**config.mk**
```make
export PLATFORM = sky130hd
export DESIGN_NAME = cvr_regs
export DESIGN_NICKNAME = d
export VERILOG_FILES = /design/src/design/cvr_pkg.sv /design/src/design/cvr_regs.sv /design/src/design/cvr_decode.sv
export SDC_FILE = /design/constraint.sdc
export NUM_CORES = 1
export LEC_CHECK = 0
export ABC_AREA = 1
export ABC_CLOCK_PERIOD_IN_PS = 2400
export BUFFER_PORTS_ARGS = -buffer_cell sky130_fd_sc_hd__buf_2
export CORE_MARGIN = 2
export CORE_UTILIZATION = 23
export CTS_CLUSTER_DIAMETER = 150
export DETAILED_ROUTE_END_ITERATION = 8
export GPL_TIMING_DRIVEN = 0
export SYNTH_ARGS = -nofsm -noshare
export SYNTH_HDL_FRONTEND = slang
export SYNTH_SLANG_ARGS = --single-unit
```
**constraint.sdc**
```tcl
create_clock -name clk -period 2.4 [get_ports clk]
set_clock_uncertainty 0.1 [all_clocks]
set_input_delay 0.48 -clock clk [delete_from_list [all_inputs] [get_ports clk]]
set_output_delay 0.48 -clock clk [all_outputs]
set_load 0.005 [all_outputs]
```
**src/design/cvr_pkg.sv**
```systemverilog
// Package with register map, field layout and timing constants of the output ramp and DAC volume block
package cvr_pkg;

  // ***************************************************
  // Register map (printed offsets not all multiples of four: index, byte = 4 * index)
  // ***************************************************
  localparam logic [7:0]  IDX_OUT_SWITCH   = 8'h29;
  localparam logic [7:0]  IDX_POP_REDUCE   = 8'h2A;
  localparam logic [7:0]  IDX_LEFT_VOL     = 8'h2B;
  localparam logic [7:0]  IDX_RIGHT_VOL    = 8'h2C;
  localparam logic [11:0] ADDR_OUT_SWITCH  = {2'h0, IDX_OUT_SWITCH, 2'h0};
  localparam logic [11:0] ADDR_POP_REDUCE  = {2'h0, IDX_POP_REDUCE, 2'h0};
  localparam logic [11:0] ADDR_LEFT_VOL    = {2'h0, IDX_LEFT_VOL, 2'h0};
  localparam logic [11:0] ADDR_RIGHT_VOL   = {2'h0, IDX_RIGHT_VOL, 2'h0};

  // ***************************************************
  // Reset values and write masks
  // ***************************************************
  localparam logic [7:0] RST_OUT_SWITCH  = 8'h00;
  localparam logic [7:0] RST_POP_REDUCE  = 8'h00;
  localparam logic [7:0] RST_VOL         = 8'h80;
  localparam logic [7:0] MASK_OUT_SWITCH = 8'hF3;
  localparam logic [7:0] MASK_POP_REDUCE = 8'hFF;

  // ***************************************************
  // Field positions
  // ***************************************************
  localparam int DLY_MSB   = 7;
  localparam int DLY_LSB   = 5;
  localparam int STEP_MSB  = 3;
  localparam int STEP_LSB  = 2;
  localparam int VCM_BIT   = 1;
  localparam int MUTE_BIT  = 7;
  localparam int TRK_MSB   = 1;
  localparam int TRK_LSB   = 0;

  localparam logic [1:0] TRK_LEFT_FOLLOWS  = 2'h1;
  localparam logic [1:0] TRK_RIGHT_FOLLOWS = 2'h2;

  // ***************************************************
  // Timing in microseconds and cycle counts at 100 MHz
  // ***************************************************
  localparam longint CLK_MHZ     = 100;
  localparam longint DLY_US_1    = 100;
  localparam longint DLY_US_2    = 10000;
  localparam longint DLY_US_3    = 100000;
  localparam longint DLY_US_4    = 400000;
  localparam longint DLY_US_5    = 2000000;
  localparam longint STEP_US_1   = 1000;
  localparam longint STEP_US_2   = 2000;
  localparam longint STEP_US_3   = 4000;
  localparam int     CNT_W       = 28;
  localparam logic [CNT_W-1:0] DLY_CYC_1  = CNT_W'(DLY_US_1 * CLK_MHZ);
  localparam logic [CNT_W-1:0] DLY_CYC_2  = CNT_W'(DLY_US_2 * CLK_MHZ);
  localparam logic [CNT_W-1:0] DLY_CYC_3  = CNT_W'(DLY_US_3 * CLK_MHZ);
  localparam logic [CNT_W-1:0] DLY_CYC_4  = CNT_W'(DLY_US_4 * CLK_MHZ);
  localparam logic [CNT_W-1:0] DLY_CYC_5  = CNT_W'(DLY_US_5 * CLK_MHZ);
  localparam logic [CNT_W-1:0] STEP_CYC_1 = CNT_W'(STEP_US_1 * CLK_MHZ);
  localparam logic [CNT_W-1:0] STEP_CYC_2 = CNT_W'(STEP_US_2 * CLK_MHZ);
  localparam logic [CNT_W-1:0] STEP_CYC_3 = CNT_W'(STEP_US_3 * CLK_MHZ);

  // ***************************************************
  // Carriers
  // ***************************************************
  typedef struct packed {
    logic       mute;
    logic [6:0] atten;
  } cvr_vol_t;

  typedef struct packed {
    logic [CNT_W-1:0] delay_cycles;
    logic [CNT_W-1:0] step_cycles;
    logic             vcm_bandgap;
  } cvr_ramp_t;

endpackage : cvr_pkg

```
**src/design/cvr_regs.sv**
```systemverilog
// Output ramp and DAC digital volume register bank with APB slave
`timescale 1ns/1ps
module cvr_regs
  import cvr_pkg::*;
#(
  parameter logic [CNT_W-1:0] DLY_1  = DLY_CYC_1,
  parameter logic [CNT_W-1:0] DLY_2  = DLY_CYC_2,
  parameter logic [CNT_W-1:0] DLY_3  = DLY_CYC_3,
  parameter logic [CNT_W-1:0] DLY_4  = DLY_CYC_4,
  parameter logic [CNT_W-1:0] DLY_5  = DLY_CYC_5,
  parameter logic [CNT_W-1:0] STEP_1 = STEP_CYC_1,
  parameter logic [CNT_W-1:0] STEP_2 = STEP_CYC_2,
  parameter logic [CNT_W-1:0] STEP_3 = STEP_CYC_3
) (
  input  wire logic             clk,
  input  wire logic             rst,
  input  wire logic             psel,
  input  wire logic             penable,
  input  wire logic             pwrite,
  input  wire logic [11:0]      paddr,
  input  wire logic [31:0]      pwdata,
  output logic      [31:0]      prdata,
  output logic                  pready,
  output logic                  pslverr,
  output cvr_ramp_t             ramp,
  output cvr_vol_t              left_vol,
  output cvr_vol_t              right_vol
);

  // ***************************************************
  // Storage
  // ***************************************************
  logic [7:0] out_switch;
  logic [7:0] pop_reduce;
  logic [7:0] left_reg;
  logic [7:0] right_reg;
  logic       access;
  logic       wr;
  logic       hit;
  logic [7:0] rd_byte;
  logic [1:0] trk;

  assign access  = psel && penable;
  assign wr      = access && pwrite;
  assign pready  = 1'b1;
  assign pslverr = access && !hit;
  assign trk     = out_switch[TRK_MSB:TRK_LSB];

  always_comb begin
    hit     = 1'b1;
    rd_byte = 8'h00;
    case (paddr)
      ADDR_OUT_SWITCH: rd_byte = out_switch;
      ADDR_POP_REDUCE: rd_byte = pop_reduce;
      ADDR_LEFT_VOL:   rd_byte = left_reg;
      ADDR_RIGHT_VOL:  rd_byte = right_reg;
      default:         hit     = 1'b0;
    endcase
  end

  // ***************************************************
  // Register writes
  // ***************************************************
  always_ff @(posedge clk or posedge rst) begin
    if (rst) begin
      out_switch <= RST_OUT_SWITCH;
    end else if (wr && paddr == ADDR_OUT_SWITCH) begin
      out_switch <= pwdata[7:0] & MASK_OUT_SWITCH;
    end
  end

  always_ff @(posedge clk or posedge rst) begin
    if (rst) begin
      pop_reduce <= RST_POP_REDUCE;
    end else if (wr && paddr == ADDR_POP_REDUCE) begin
      pop_reduce <= pwdata[7:0] & MASK_POP_REDUCE;
    end
  end

  always_ff @(posedge clk or posedge rst) begin
    if (rst) begin
      left_reg <= RST_VOL;
    end else if (wr && paddr == ADDR_LEFT_VOL) begin
      left_reg <= pwdata[7:0];
    end
  end

  always_ff @(posedge clk or posedge rst) begin
    if (rst) begin
      right_reg <= RST_VOL;
    end else if (wr && paddr == ADDR_RIGHT_VOL) begin
      right_reg <= pwdata[7:0];
    end
  end

  always_ff @(posedge clk or posedge rst) begin
    if (rst) begin
      prdata <= 32'h0000_0000;
    end else if (psel && !penable && !pwrite) begin
      prdata <= {24'h00_0000, rd_byte};
    end
  end

  // ***************************************************
  // Effective channel volumes
  // ***************************************************
  always_ff @(posedge clk or posedge rst) begin
    if (rst) begin
      left_vol  <= cvr_vol_t'(RST_VOL);
      right_vol <= cvr_vol_t'(RST_VOL);
    end else begin
      left_vol  <= cvr_vol_t'((trk == TRK_LEFT_FOLLOWS) ? right_reg : left_reg);
      right_vol <= cvr_vol_t'((trk == TRK_RIGHT_FOLLOWS) ? left_reg : right_reg);
    end
  end

  cvr_decode #(
    .DLY_1  (DLY_1),
    .DLY_2  (DLY_2),
    .DLY_3  (DLY_3),
    .DLY_4  (DLY_4),
    .DLY_5  (DLY_5),
    .STEP_1 (STEP_1),
    .STEP_2 (STEP_2),
    .STEP_3 (STEP_3)
  ) u_decode (
    .clk     (clk),
    .rst     (rst),
    .pop_reg (pop_reduce),
    .ramp    (ramp)
  );

  // ***************************************************
  // Assertions
  // ***************************************************
  a_left_mute_follow: assert property (@(posedge clk) disable iff (rst)
    wr && paddr == ADDR_LEFT_VOL && trk != TRK_LEFT_FOLLOWS ##1 trk != TRK_LEFT_FOLLOWS
      |=> left_vol.mute == $past(pwdata[MUTE_BIT], 2))
    else $error("left mute not applied");
  a_left_atten_follow: assert property (@(posedge clk) disable iff (rst)
    wr && paddr == ADDR_LEFT_VOL && trk != TRK_LEFT_FOLLOWS ##1 trk != TRK_LEFT_FOLLOWS
      |=> left_vol.atten == $past(pwdata[6:0], 2))
    else $error("left attenuation not applied");
  a_right_mute_follow: assert property (@(posedge clk) disable iff (rst)
    wr && paddr == ADDR_RIGHT_VOL && trk != TRK_RIGHT_FOLLOWS ##1 trk != TRK_RIGHT_FOLLOWS
      |=> right_vol.mute == $past(pwdata[MUTE_BIT], 2))
    else $error("right mute not applied");
  a_right_atten_follow: assert property (@(posedge clk) disable iff (rst)
    wr && paddr == ADDR_RIGHT_VOL && trk != TRK_RIGHT_FOLLOWS ##1 trk != TRK_RIGHT_FOLLOWS
      |=> right_vol.atten == $past(pwdata[6:0], 2))
    else $error("right attenuation not applied");
  a_left_tracks_right: assert property (@(posedge clk) disable iff (rst)
    trk == TRK_LEFT_FOLLOWS |=> left_vol == cvr_vol_t'($past(right_reg)))
    else $error("left does not follow right");
  a_right_tracks_left: assert property (@(posedge clk) disable iff (rst)
    trk == TRK_RIGHT_FOLLOWS |=> right_vol == cvr_vol_t'($past(left_reg)))
    else $error("right does not follow left");
  a_delay_from_write: assert property (@(posedge clk) disable iff (rst)
    wr && paddr == ADDR_POP_REDUCE && pwdata[7:5] == 3'h1 ##1 !(wr && paddr == ADDR_POP_REDUCE)
      |=> ramp.delay_cycles == DLY_1)
    else $error("delay code 1 not applied");
  a_unmapped_error: assert property (@(posedge clk) disable iff (rst)
    access && paddr > ADDR_RIGHT_VOL |-> pslverr && pready)
    else $error("unmapped address not refused");

  // ***************************************************
  // Storage, read path, volume and ramp checks
  // ***************************************************
  a_pop_write_store: assert property (@(posedge clk) disable iff (rst)
    wr && paddr == ADDR_POP_REDUCE
      |=> pop_reduce == $past(pwdata[7:0]))
    else $error("pop reduction write not stored");
  a_pop_read_data: assert property (@(posedge clk) disable iff (rst)
    psel && !penable && !pwrite && paddr == ADDR_POP_REDUCE
      |=> prdata == {24'h00_0000, $past(pop_reduce)})
    else $error("pop reduction read data wrong");
  a_left_read_data: assert property (@(posedge clk) disable iff (rst)
    psel && !penable && !pwrite && paddr == ADDR_LEFT_VOL
      |=> prdata == {24'h00_0000, $past(left_reg)})
    else $error("left volume read data wrong");
  a_right_read_data: assert property (@(posedge clk) disable iff (rst)
    psel && !penable && !pwrite && paddr == ADDR_RIGHT_VOL
      |=> prdata == {24'h00_0000, $past(right_reg)})
    else $error("right volume read data wrong");
  a_switch_store: assert property (@(posedge clk) disable iff (rst)
    wr && paddr == ADDR_OUT_SWITCH
      |=> (out_switch & ~MASK_OUT_SWITCH) == 8'h00 && trk == $past(pwdata[TRK_MSB:TRK_LSB]))
    else $error("output switch write not stored");
  a_vol_independent: assert property (@(posedge clk) disable iff (rst)
    trk != TRK_LEFT_FOLLOWS && trk != TRK_RIGHT_FOLLOWS
      |=> left_vol == cvr_vol_t'($past(left_reg)) && right_vol == cvr_vol_t'($past(right_reg)))
    else $error("channels not independent");
  a_step_from_write: assert property (@(posedge clk) disable iff (rst)
    wr && paddr == ADDR_POP_REDUCE && pwdata[STEP_MSB:STEP_LSB] == 2'h2 ##1 !(wr && paddr == ADDR_POP_REDUCE)
      |=> ramp.step_cycles == STEP_2)
    else $error("step code 2 not applied");
  a_vcm_from_write: assert property (@(posedge clk) disable iff (rst)
    wr && paddr == ADDR_POP_REDUCE ##1 !(wr && paddr == ADDR_POP_REDUCE)
      |=> ramp.vcm_bandgap == $past(pwdata[VCM_BIT], 2))
    else $error("common-mode source write not applied");
  a_unmapped_ignored: assert property (@(posedge clk) disable iff (rst)
    wr && !hit
      |=> $stable(out_switch) && $stable(pop_reduce) && $stable(left_reg) && $stable(right_reg))
    else $error("unmapped write changed a register");
  a_unmapped_read_zero: assert property (@(posedge clk) disable iff (rst)
    psel && !penable && !pwrite && !hit
      |=> prdata == 32'h0000_0000)
    else $error("unmapped read data not zero");

  c_left_unmute:  cover property (@(posedge clk) disable iff (rst) !left_vol.mute);
  c_right_unmute: cover property (@(posedge clk) disable iff (rst) !right_vol.mute);
  c_track_left:   cover property (@(posedge clk) disable iff (rst) trk == TRK_LEFT_FOLLOWS);
  c_track_right:  cover property (@(posedge clk) disable iff (rst) trk == TRK_RIGHT_FOLLOWS);
  c_long_delay:   cover property (@(posedge clk) disable iff (rst) ramp.delay_cycles == DLY_5);

endmodule : cvr_regs

```
**src/design/cvr_decode.sv**
```systemverilog
// Decoder of delay and ramp step codes into cycle counts
`timescale 1ns/1ps
module cvr_decode
  import cvr_pkg::*;
#(
  parameter logic [CNT_W-1:0] DLY_1  = DLY_CYC_1,
  parameter logic [CNT_W-1:0] DLY_2  = DLY_CYC_2,
  parameter logic [CNT_W-1:0] DLY_3  = DLY_CYC_3,
  parameter logic [CNT_W-1:0] DLY_4  = DLY_CYC_4,
  parameter logic [CNT_W-1:0] DLY_5  = DLY_CYC_5,
  parameter logic [CNT_W-1:0] STEP_1 = STEP_CYC_1,
  parameter logic [CNT_W-1:0] STEP_2 = STEP_CYC_2,
  parameter logic [CNT_W-1:0] STEP_3 = STEP_CYC_3
) (
  input  wire logic             clk,
  input  wire logic             rst,
  input  wire logic [7:0]       pop_reg,
  output cvr_ramp_t             ramp
);

  cvr_ramp_t next_ramp;

  always_comb begin
    next_ramp             = '0;
    next_ramp.vcm_bandgap = pop_reg[VCM_BIT];
    case (pop_reg[DLY_MSB:DLY_LSB])
      3'h0:    next_ramp.delay_cycles = '0;
      3'h1:    next_ramp.delay_cycles = DLY_1;
      3'h2:    next_ramp.delay_cycles = DLY_2;
      3'h3:    next_ramp.delay_cycles = DLY_3;
      3'h4:    next_ramp.delay_cycles = DLY_4;
      3'h5:    next_ramp.delay_cycles = DLY_5;
      default: next_ramp.delay_cycles = '0;
    endcase
    case (pop_reg[STEP_MSB:STEP_LSB])
      2'h0:    next_ramp.step_cycles = '0;
      2'h1:    next_ramp.step_cycles = STEP_1;
      2'h2:    next_ramp.step_cycles = STEP_2;
      2'h3:    next_ramp.step_cycles = STEP_3;
      default: next_ramp.step_cycles = '0;
    endcase
  end

  always_ff @(posedge clk or posedge rst) begin
    if (rst) begin
      ramp <= '0;
    end else begin
      ramp <= next_ramp;
    end
  end

  // ***************************************************
  // Assertions
  // ***************************************************
  a_delay_code_two: assert property (@(posedge clk) disable iff (rst)
    pop_reg[DLY_MSB:DLY_LSB] == 3'h2 |=> ramp.delay_cycles == DLY_2)
    else $error("delay code 2 decoded wrongly");
  a_step_code_max: assert property (@(posedge clk) disable iff (rst)
    pop_reg[STEP_MSB:STEP_LSB] == 2'h3 |=> ramp.step_cycles == STEP_3)
    else $error("step code 3 decoded wrongly");
  a_vcm_source_sel: assert property (@(posedge clk) disable iff (rst)
    ##1 ramp.vcm_bandgap == $past(pop_reg[VCM_BIT]))
    else $error("common-mode source does not follow bit");

endmodule : cvr_decode

```
**Word level (Yosys, flattened, before mapping)**

Index checks and enable logic that the tools add are counted.

- Bits in registers: 111
- Latch bits: 0
- Memory bits (writable): 0
- Bits in read-only memories: 0
- Input bits: 49
- Output and inout port bits: 107
- Word-level logic and storage cells: 46
- Memories kept: 0

- Add/sub/neg operators: 0
- $mul: 0
- Divide/modulo/power cells: 0
- Magnitude comparators: 0
- Equality and inequality tests: 14
- Shifts and indexed selects: 0
- Mux-type cells: 6
- Bitwise operators: 0
- Reduce and logical (&&, ||, !) cells: 14

Operator list:

| kind | count |
|---|---|
| $pmux 28 s5 | 1 |
| $pmux 28 s4 | 1 |
| $eq 12x8->1 const B | 4 |
| $pmux 8 s4 | 1 |
| $mux 8 | 2 |
| $logic_and 1x1->1 | 9 |
| $eq 2x2->1 const B | 3 |
| $eq 3x2->1 const B | 2 |
| $eq 3x3->1 const B | 2 |
| $eq 2x1->1 const B | 2 |
| $reduce_or 4->1 | 1 |
| $eq 3x1->1 const B | 1 |
| $logic_not 1->1 | 3 |
| $logic_not 2->1 | 1 |
| $mux 1 | 1 |

**Longest topological paths before layout**

Gate-level depths: netlist of the first run.

- Depth after elaboration: 5
- Gate-level depth with buffers: 9
- Gate-level depth less buffers: 8

**Modules after synthesis**

Synthesis of the first run repeated with hierarchy kept, for this count alone.

- Cells, all modules: 423
- Area, all modules: 3789.9 um2

Modules (own cells, without submodules):

| module | times used | cells an instance | area an instance (um2) | sequential area each (um2) |
|---|---|---|---|---|
| cvr_regs | 1 | 324 | 2743.9 | 1356.3 |
| cvr_decode | 1 | 99 | 1046.0 | 500.5 |

**Worst setup path before layout of the first run**

Ideal clock, no wire load.

- Path type: input to output
- Start: in paddr[3]
- End: out pslverr
- Data arrival time: 1.123 ns
- Data required time: 1.820 ns
- Setup slack: 0.697 ns
- Cell stages on the path: 6
- Buffers on the path: 0
- Path through: inv_1 nand2_1 o21ai_0 o21ai_2 inv_1 nor2_1

- Cells in the longest elaborated chain, start to end: 5
- Elaborated cells on any way between the ends: 8
- Those cells by class: eq/ne: 4; mux: 1; reduce/logical: 3

RTL lines:

| item | line | source |
|---|---|---|
| start: declaration | cvr_regs.sv:20 | `input wire logic [11:0] paddr,` |
| $eq 12x8->1 | cvr_regs.sv:52 | `case (paddr)` |
| $reduce_or 4->1 (no source line) (*) | - |  |
| $mux 1 (*) | cvr_regs.sv:52 |  |
| $logic_not 1->1 (*) | cvr_regs.sv:46 | `assign pslverr = access && !hit;` |
| $logic_and 1x1->1 (*) | cvr_regs.sv:46 |  |
| end: declaration | cvr_regs.sv:24 | `output logic pslverr,` |

Mark *: on every way between the ends. The rest lies on a longest branch, timed or not.

**Worst setup path after layout of the first run**

Ends and elaborated chain as after synthesis.

==> flow_metrics.py, run 1 <==
metrics = {
    "synthesis": {
        "ys_warn_count": 0,
        "synth_edf_count": 0,
        "synth_common_cells": "nand2_1, dfrtp_1, buf_4, inv_1, nand3_1",
        "syn_area_um2": 3790,
        "async_reset_ff_share_pct": 100,
        "yosys-top-cells-area": "dfrtp_1, buf_4, nand2_1",
        "synth_ff_type": "dfrtp_1",
        "synth-seq-area-share_pct": 49.0,
        "synth-seq-cells": 74,
        "syn_inst": 401,
        "yosysMostFrequentCell": "nand2_1",
        "yosysTopAreaCell": "dfrtp_1",
        "synth_area_per_cell_um2": 9.45,
        "yosysUniqueCellTypes": 29,
        "yosysTopAreaCellShare_pct": 46.2,
    },
    "die": {
        "io_pins": 156,
        "die_x_um": 132,
        "fp.dieH_um": 132,
        "die_area_um2": 17500,
        "std_cell_rows": 46,
        "design.core.area_um2": 16000,
        "initial_core_util_pct": 23.7,
    },
    "global_routing": {
        "grt_max_degree": 32,
        "grt_pass1_vias": 2598,
        "grt_pass1_wl_um": 13800,
        "grt_util_all_layers_pct": 10.1,
        "grt-ovfl-total": 0,
        "antenna_found_initial": 0,
    },
    "timing": {
        "fin_tns_setup_ns": 0,
        "slew_violations": 0,
        "hold_viol": 0,
        "period_needed_ns": 2.07,
        "rsz0062_at_grt": "no",
        "clock.fmax_mhz": 484,
        "finalHoldWorstSlack_ns": 0.0320,
        "finalCritPeriodShare_pct": 86.1,
        "setup_viol": 0,
    },
    "critical_path": {
        "worstPathArrival_ns": 1.49,
        "crit_chain": "buf_2 -> inv_1 -> nand2_1 -> o21ai_0 -> o21ai_2 -> inv_1 -> nor2_1 -> buf_2",
        "cp_slowest_stage_delay_ns": 0.36,
        "crit_slowest_cell": "o21ai_0",
        "crit_type": "in -> out",
        "startpoint_type": "input pin",
        "cp_top_family": "compound AO/OA/AOI/OAI gates",
        "path_buf_inv": 4,
        "worst-path-max-fanout": 3,
        "crit_required_ns": 1.82,
        "r2r_slack_ns": 0.81,
        "worst_setup_path_end_kind": "primary output",
    },
    "power": {
        "power.density_nw_per_um2": 563,
        "max-vdd-ir-drop_v": 0.000323,
        "switching_share_pct": 21.4,
        "p_sw_mw": 0.603,
        "p_leak_nw": 2.82,
        "power.share.clock_pct": 49.3,
        "seqPwrFrac_pct": 44.4,
        "p_int_mw": 2.22,
        "combPwrFrac_pct": 6.3,
    },
    "routing": {
        "avgRoutedWirePerCell_um": 11.1,
        "via_count": 2819,
        "drtPass1Iterations": 4,
        "ant_nets": 0,
        "vias_per_cell": 3.69,
        "finalWirelength_um": 8490,
        "drc": 0,
        "drt_iter0_drc": 160,
    },
    "final_layout": {
        "area_delta_synth_final_pct": 32.2,
        "nets": 599,
        "n_antenna_cell": 0,
        "drive_gt1_share_pct": 40.9,
        "largest_reg_flops": 20,
        "fill_cells": 1695,
        "largest_register": "u_decode.ramp",
        "final_core_util_pct": 31.3,
    },
    "cts": {
        "cts_tree": "yes",
        "clock_tree.root_cell": "clkbuf_16",
        "clockBufferDepth": 2,
        "cts.htree.levels": 3,
        "cts_buffers": 9,
        "clock_latency_ns": 0.34,
        "cts_resized": 0,
        "hold_buffers": 0,
        "cts_setup_buffers": 0,
        "cts.clk_slew.worst_paths_ns": 0.05,
        "numClockSinks": 74,
    },
    "worst_hold_path": {
        "worst_hold_path_type": "in -> async",
    },
    "place": {
        "place.gp.congestion": 0.774,
        "dp_hpwl_um": 6660,
        "portBuffers": 84,
    },
    "run": {
        "cap_violations": 0,
    },
    "status": {
        "status": "finished, final reports clean",
    },
}
## path summary, 6_finish.rpt
kind | from | endpoint | cells past startpoint
min | rst | u_decode.ramp[13] | 2
min reg2reg | pop_reduce[1] | u_decode.ramp[0] | 0
max | paddr[3] | pslverr | 8
min in group clk | pop_reduce[1] | u_decode.ramp[0] | 0
max in group asynchronous | rst | right_vol[7] | 4
max reg2reg | pop_reduce[6] | u_decode.ramp[41] | 4
## cells by family after synthesis
logic type	synth area share [%]
flops	49.0
other cells	0.198
fa+ha+maj	2.31
buf+inv	18.5
simple gates	19.3
compound gates	10.7
## routing by layer
layer	track usage [%]	routed length, um	vias to the layer above
met5	0	0	-
met4	2.51	108	0
met3	3.27	478	8
met2	17.4	4270	79
met1	12.2	3630	1274
li1	-	-	1458
## final cells by class
class / count / area [um2] / area share [%]
multi-input cells: 262 / 1400 / 28.0
clock inverters: 4 / 48.8 / 0.974
clock buffers: 12 / 267 / 5.32
repair buffers: 86 / 460 / 9.19
inverters: 37 / 143 / 2.85
well taps: 216 / 270 / 5.40
flip-flops and latches: 74 / 1860 / 37.1
plain buffers: 73 / 562 / 11.2
## power by group through the flow
stage	sequential [mW]	combinational, mW	clock, mW
5_1_grt	1.25	0.200	1.48
3_5_place_dp	1.27	0.178	0
2_1_floorplan	1.27	0.128	0
4_1_cts	1.25	0.178	1.42
3_3_place_gp	1.27	0.169	0
6_report	1.25	0.178	1.39
## cell usage in the layout, fill, tap and decap left out, types with 2 or more instances in the layout
cell type,count
or2_1,2
o21ai_0,11
o21ai_1,12
buf_12,2
clkbuf_1,2
clkbuf_16,9
buf_6,7
nor3_1,2
o21ai_2,27
nand3_2,2
conb_1,47
a21oi_1,8
nand2_1,76
nand2_2,2
clkinv_2,2
inv_1,32
dfstp_2,4
dfrtp_1,70
buf_2,86
nor2_4,6
inv_2,3
ha_1,7
nor2_1,20
nand3_1,32
nand3_4,3
clkbuf_8,3
buf_4,62
## metrics by stage
stage	power, mW	std cells	setup slack [ns]	area (um2)
6_report	2.82	764	0.334	5010
4_1_cts	2.85	764	0.321	5010
2_1_floorplan	1.40	446	0.697	3960
3_3_place_gp	1.44	746	0.356	4650
3_5_place_dp	1.45	748	0.323	4690
5_1_grt	2.93	764	0.247	5010
## worst reg2reg max path: stages (launching register included)
cell and delay (ns):
dfrtp_1 0.45, inv_1 0.14, ha_1 0.37, or2_1 0.27
o22ai_1 0.18
(Power assumes the default switching activity.)
==> inputs of run 2 (changes only) <==
--- a/config.mk
+++ b/config.mk
@@ -13,6 +13,7 @@
 export CTS_CLUSTER_DIAMETER = 150
 export DETAILED_ROUTE_END_ITERATION = 8
 export GPL_TIMING_DRIVEN = 0
+export SETUP_SLACK_MARGIN = 0.5
 export SYNTH_ARGS = -nofsm -noshare
 export SYNTH_HDL_FRONTEND = slang
 export SYNTH_SLANG_ARGS = --single-unit
==> run 2 against run 1 <==
Effect of this change:
- utilization grew 0.24 points
- non-clock buffer count grew 3
- critical path depth is the same
- cell area grew 0.77%
- global-route usage is essentially flat
- fmax grew 13%
- wire length grew 0.12%
- largest power group unchanged
- highest routed layer unchanged
==> flow_metrics.py, run 2 (synthesis results as in run 1) <==
metrics = {
    "cts": {
        "cts.clk_slew.worst_paths_ns": 0.05,
        "numClockSinks": 74,
        "cts_buffers": 9,
        "clock_latency_ns": 0.34,
        "clockBufferDepth": 2,
        "hold_buffers": 0,
        "cts_tree": "yes",
        "clock_tree.root_cell": "clkbuf_16",
        "cts.htree.levels": 3,
    },
    "place": {
        "portBuffers": 84,
        "dp_hpwl_um": 6660,
        "place_worst_setup_slack_ns": 0.323,
        "place.gp.congestion": 0.774,
    },
    "power": {
        "seqPwrFrac_pct": 44.3,
        "p_sw_mw": 0.604,
        "p_int_mw": 2.22,
        "power.density_nw_per_um2": 559,
        "power.share.clock_pct": 49.2,
        "combPwrFrac_pct": 6.4,
        "p_leak_nw": 2.84,
        "switching_share_pct": 21.4,
        "max-vdd-ir-drop_v": 0.000321,
    },
    "critical_path": {
        "crit_required_ns": 1.82,
        "cp_slowest_stage_delay_ns": 0.18,
        "crit_type": "in -> out",
        "crit_chain": "buf_2 -> inv_1 -> nand2_4 -> nor2_4 -> o21ai_2 -> inv_1 -> nor2_1 -> buf_2",
        "startpoint_type": "input pin",
        "worst_setup_path_end_kind": "primary output",
        "worstPathArrival_ns": 1.25,
        "worst-path-max-fanout": 5,
        "crit_slowest_cell": "nor2_4",
    },
    "timing": {
        "finalCritPeriodShare_pct": 76.1,
        "period_needed_ns": 1.83,
        "fin_tns_setup_ns": 0,
        "fin_ws_ns": 0.574,
        "clock.fmax_mhz": 548,
        "setup_viol": 0,
        "hold_viol": 0,
        "rsz0062_at_grt": "no",
        "slew_violations": 0,
    },
    "routing": {
        "drt_iter0_drc": 118,
        "via_count": 2834,
        "avgRoutedWirePerCell_um": 11.1,
        "drc": 0,
        "ant_nets": 0,
        "finalWirelength_um": 8500,
        "vias_per_cell": 3.69,
        "drtPass1Iterations": 4,
    },
    "die": {
        "initial_core_util_pct": 23.7,
        "die_x_um": 132,
        "fp.dieH_um": 132,
        "design.core.area_um2": 16000,
        "std_cell_rows": 46,
        "io_pins": 156,
        "die_area_um2": 17500,
    },
    "final_layout": {
        "largest_reg_flops": 20,
        "final_common_cell": "buf_2",
        "final-seq-area_um2": 1860,
        "multi_input_area_um2": 1420,
        "largest_register": "u_decode.ramp",
        "nets": 602,
        "area_delta_synth_final_pct": 33.2,
        "layout_common_cells": "buf_2, nand2_1, dfrtp_1",
        "drive_gt1_share_pct": 41.7,
        "n_antenna_cell": 0,
        "fill_cells": 1695,
    },
    "worst_hold_path": {
        "worst_hold_path_type": "in -> async",
    },
    "global_routing": {
        "grt_max_degree": 32,
        "grt_pass1_vias": 2609,
        "grt_pass1_wl_um": 13800,
        "grt_util_all_layers_pct": 10.1,
        "grt-ovfl-total": 0,
        "antenna_found_initial": 0,
    },
    "status": {
        "status": "finished, final reports clean",
    },
    "run": {
        "cap_violations": 0,
    },
}
-- run 2: cell count changes in the layout (fill, tap and decap cells not counted), sizes merged --
cell and delta:
buf +3
-- run 2: metal layers --
| metal | up-vias | part of all wire [%] | global-route usage, % |
|---|---|---|---|
| met5 | - | 0 | 0 |
| met4 | 0 | 1.2 | 2.51 |
| met3 | 9 | 5.6 | 3.27 |
| met2 | 86 | 50 | 17.5 |
| met1 | 1277 | 43 | 12.2 |
| li1 | 1462 | - | - |
-- run 2: area by class of cell --
type / instances / share of cell area, %
tap: 216 / 5.35
multi-input combinational: 262 / 28.0
buffer: 73 / 11.1
clock buffer: 12 / 5.28
clock inverter: 4 / 0.967
timing repair buffer: 89 / 9.62
sequential: 74 / 36.8
inverter: 37 / 2.83
-- run 2: worst max-delay path, delay by kind of cell --
family                 cells  cell delay (ns)
AOI/OAI and AO/OA          1             0.10
buffers and inverters      4             0.36
and+or+nand+nor            3             0.29
-- run 2: path summary, 6_finish.rpt --
path | from | end | slack, ns | depth (start not counted)
max reg2reg | pop_reduce[6] | u_decode.ramp[41] | 0.81 | 4
max | paddr[3] | pslverr | 0.57 | 8
min reg2reg | pop_reduce[1] | u_decode.ramp[0] | 0.32 | 0
min in group clk | pop_reduce[1] | u_decode.ramp[0] | 0.32 | 0
min | rst | u_decode.ramp[13] | 0.03 | 2
max in group asynchronous | rst | right_vol[7] | 1.40 | 4
-- run 2: repair_timing --
| item | 4_1_cts | 5_1_grt |
|---|---|---|
| setup endpoints to repair | 1 | 1 |
| setup buffers | 2 | 1 |
| pin swaps | 3 | 2 |
| resized for setup | 4 | 2 |
-- run 2: power groups by stage --
stage,sequential [mW],clock (mW),combinational (mW)
floorplan,1.27,0,0.128
global placement,1.27,0,0.169
detailed placement,1.27,0,0.178
CTS,1.25,1.42,0.180
global route,1.25,1.48,0.204
finish,1.25,1.39,0.182
-- run 2: metrics by stage --
stage	total power, mW	utilization, %	instances	instance area (um2)	hold WS [ns]
3_3_place_gp	1.44	29.1	746	4650	0.303
5_1_grt	2.93	31.5	767	5050	0.0434
6_report	2.82	31.5	767	5050	0.0336
3_5_place_dp	1.45	29.3	748	4690	0.298
4_1_cts	2.85	31.5	766	5030	0.0351
2_1_floorplan	1.40	-	446	3960	0.275
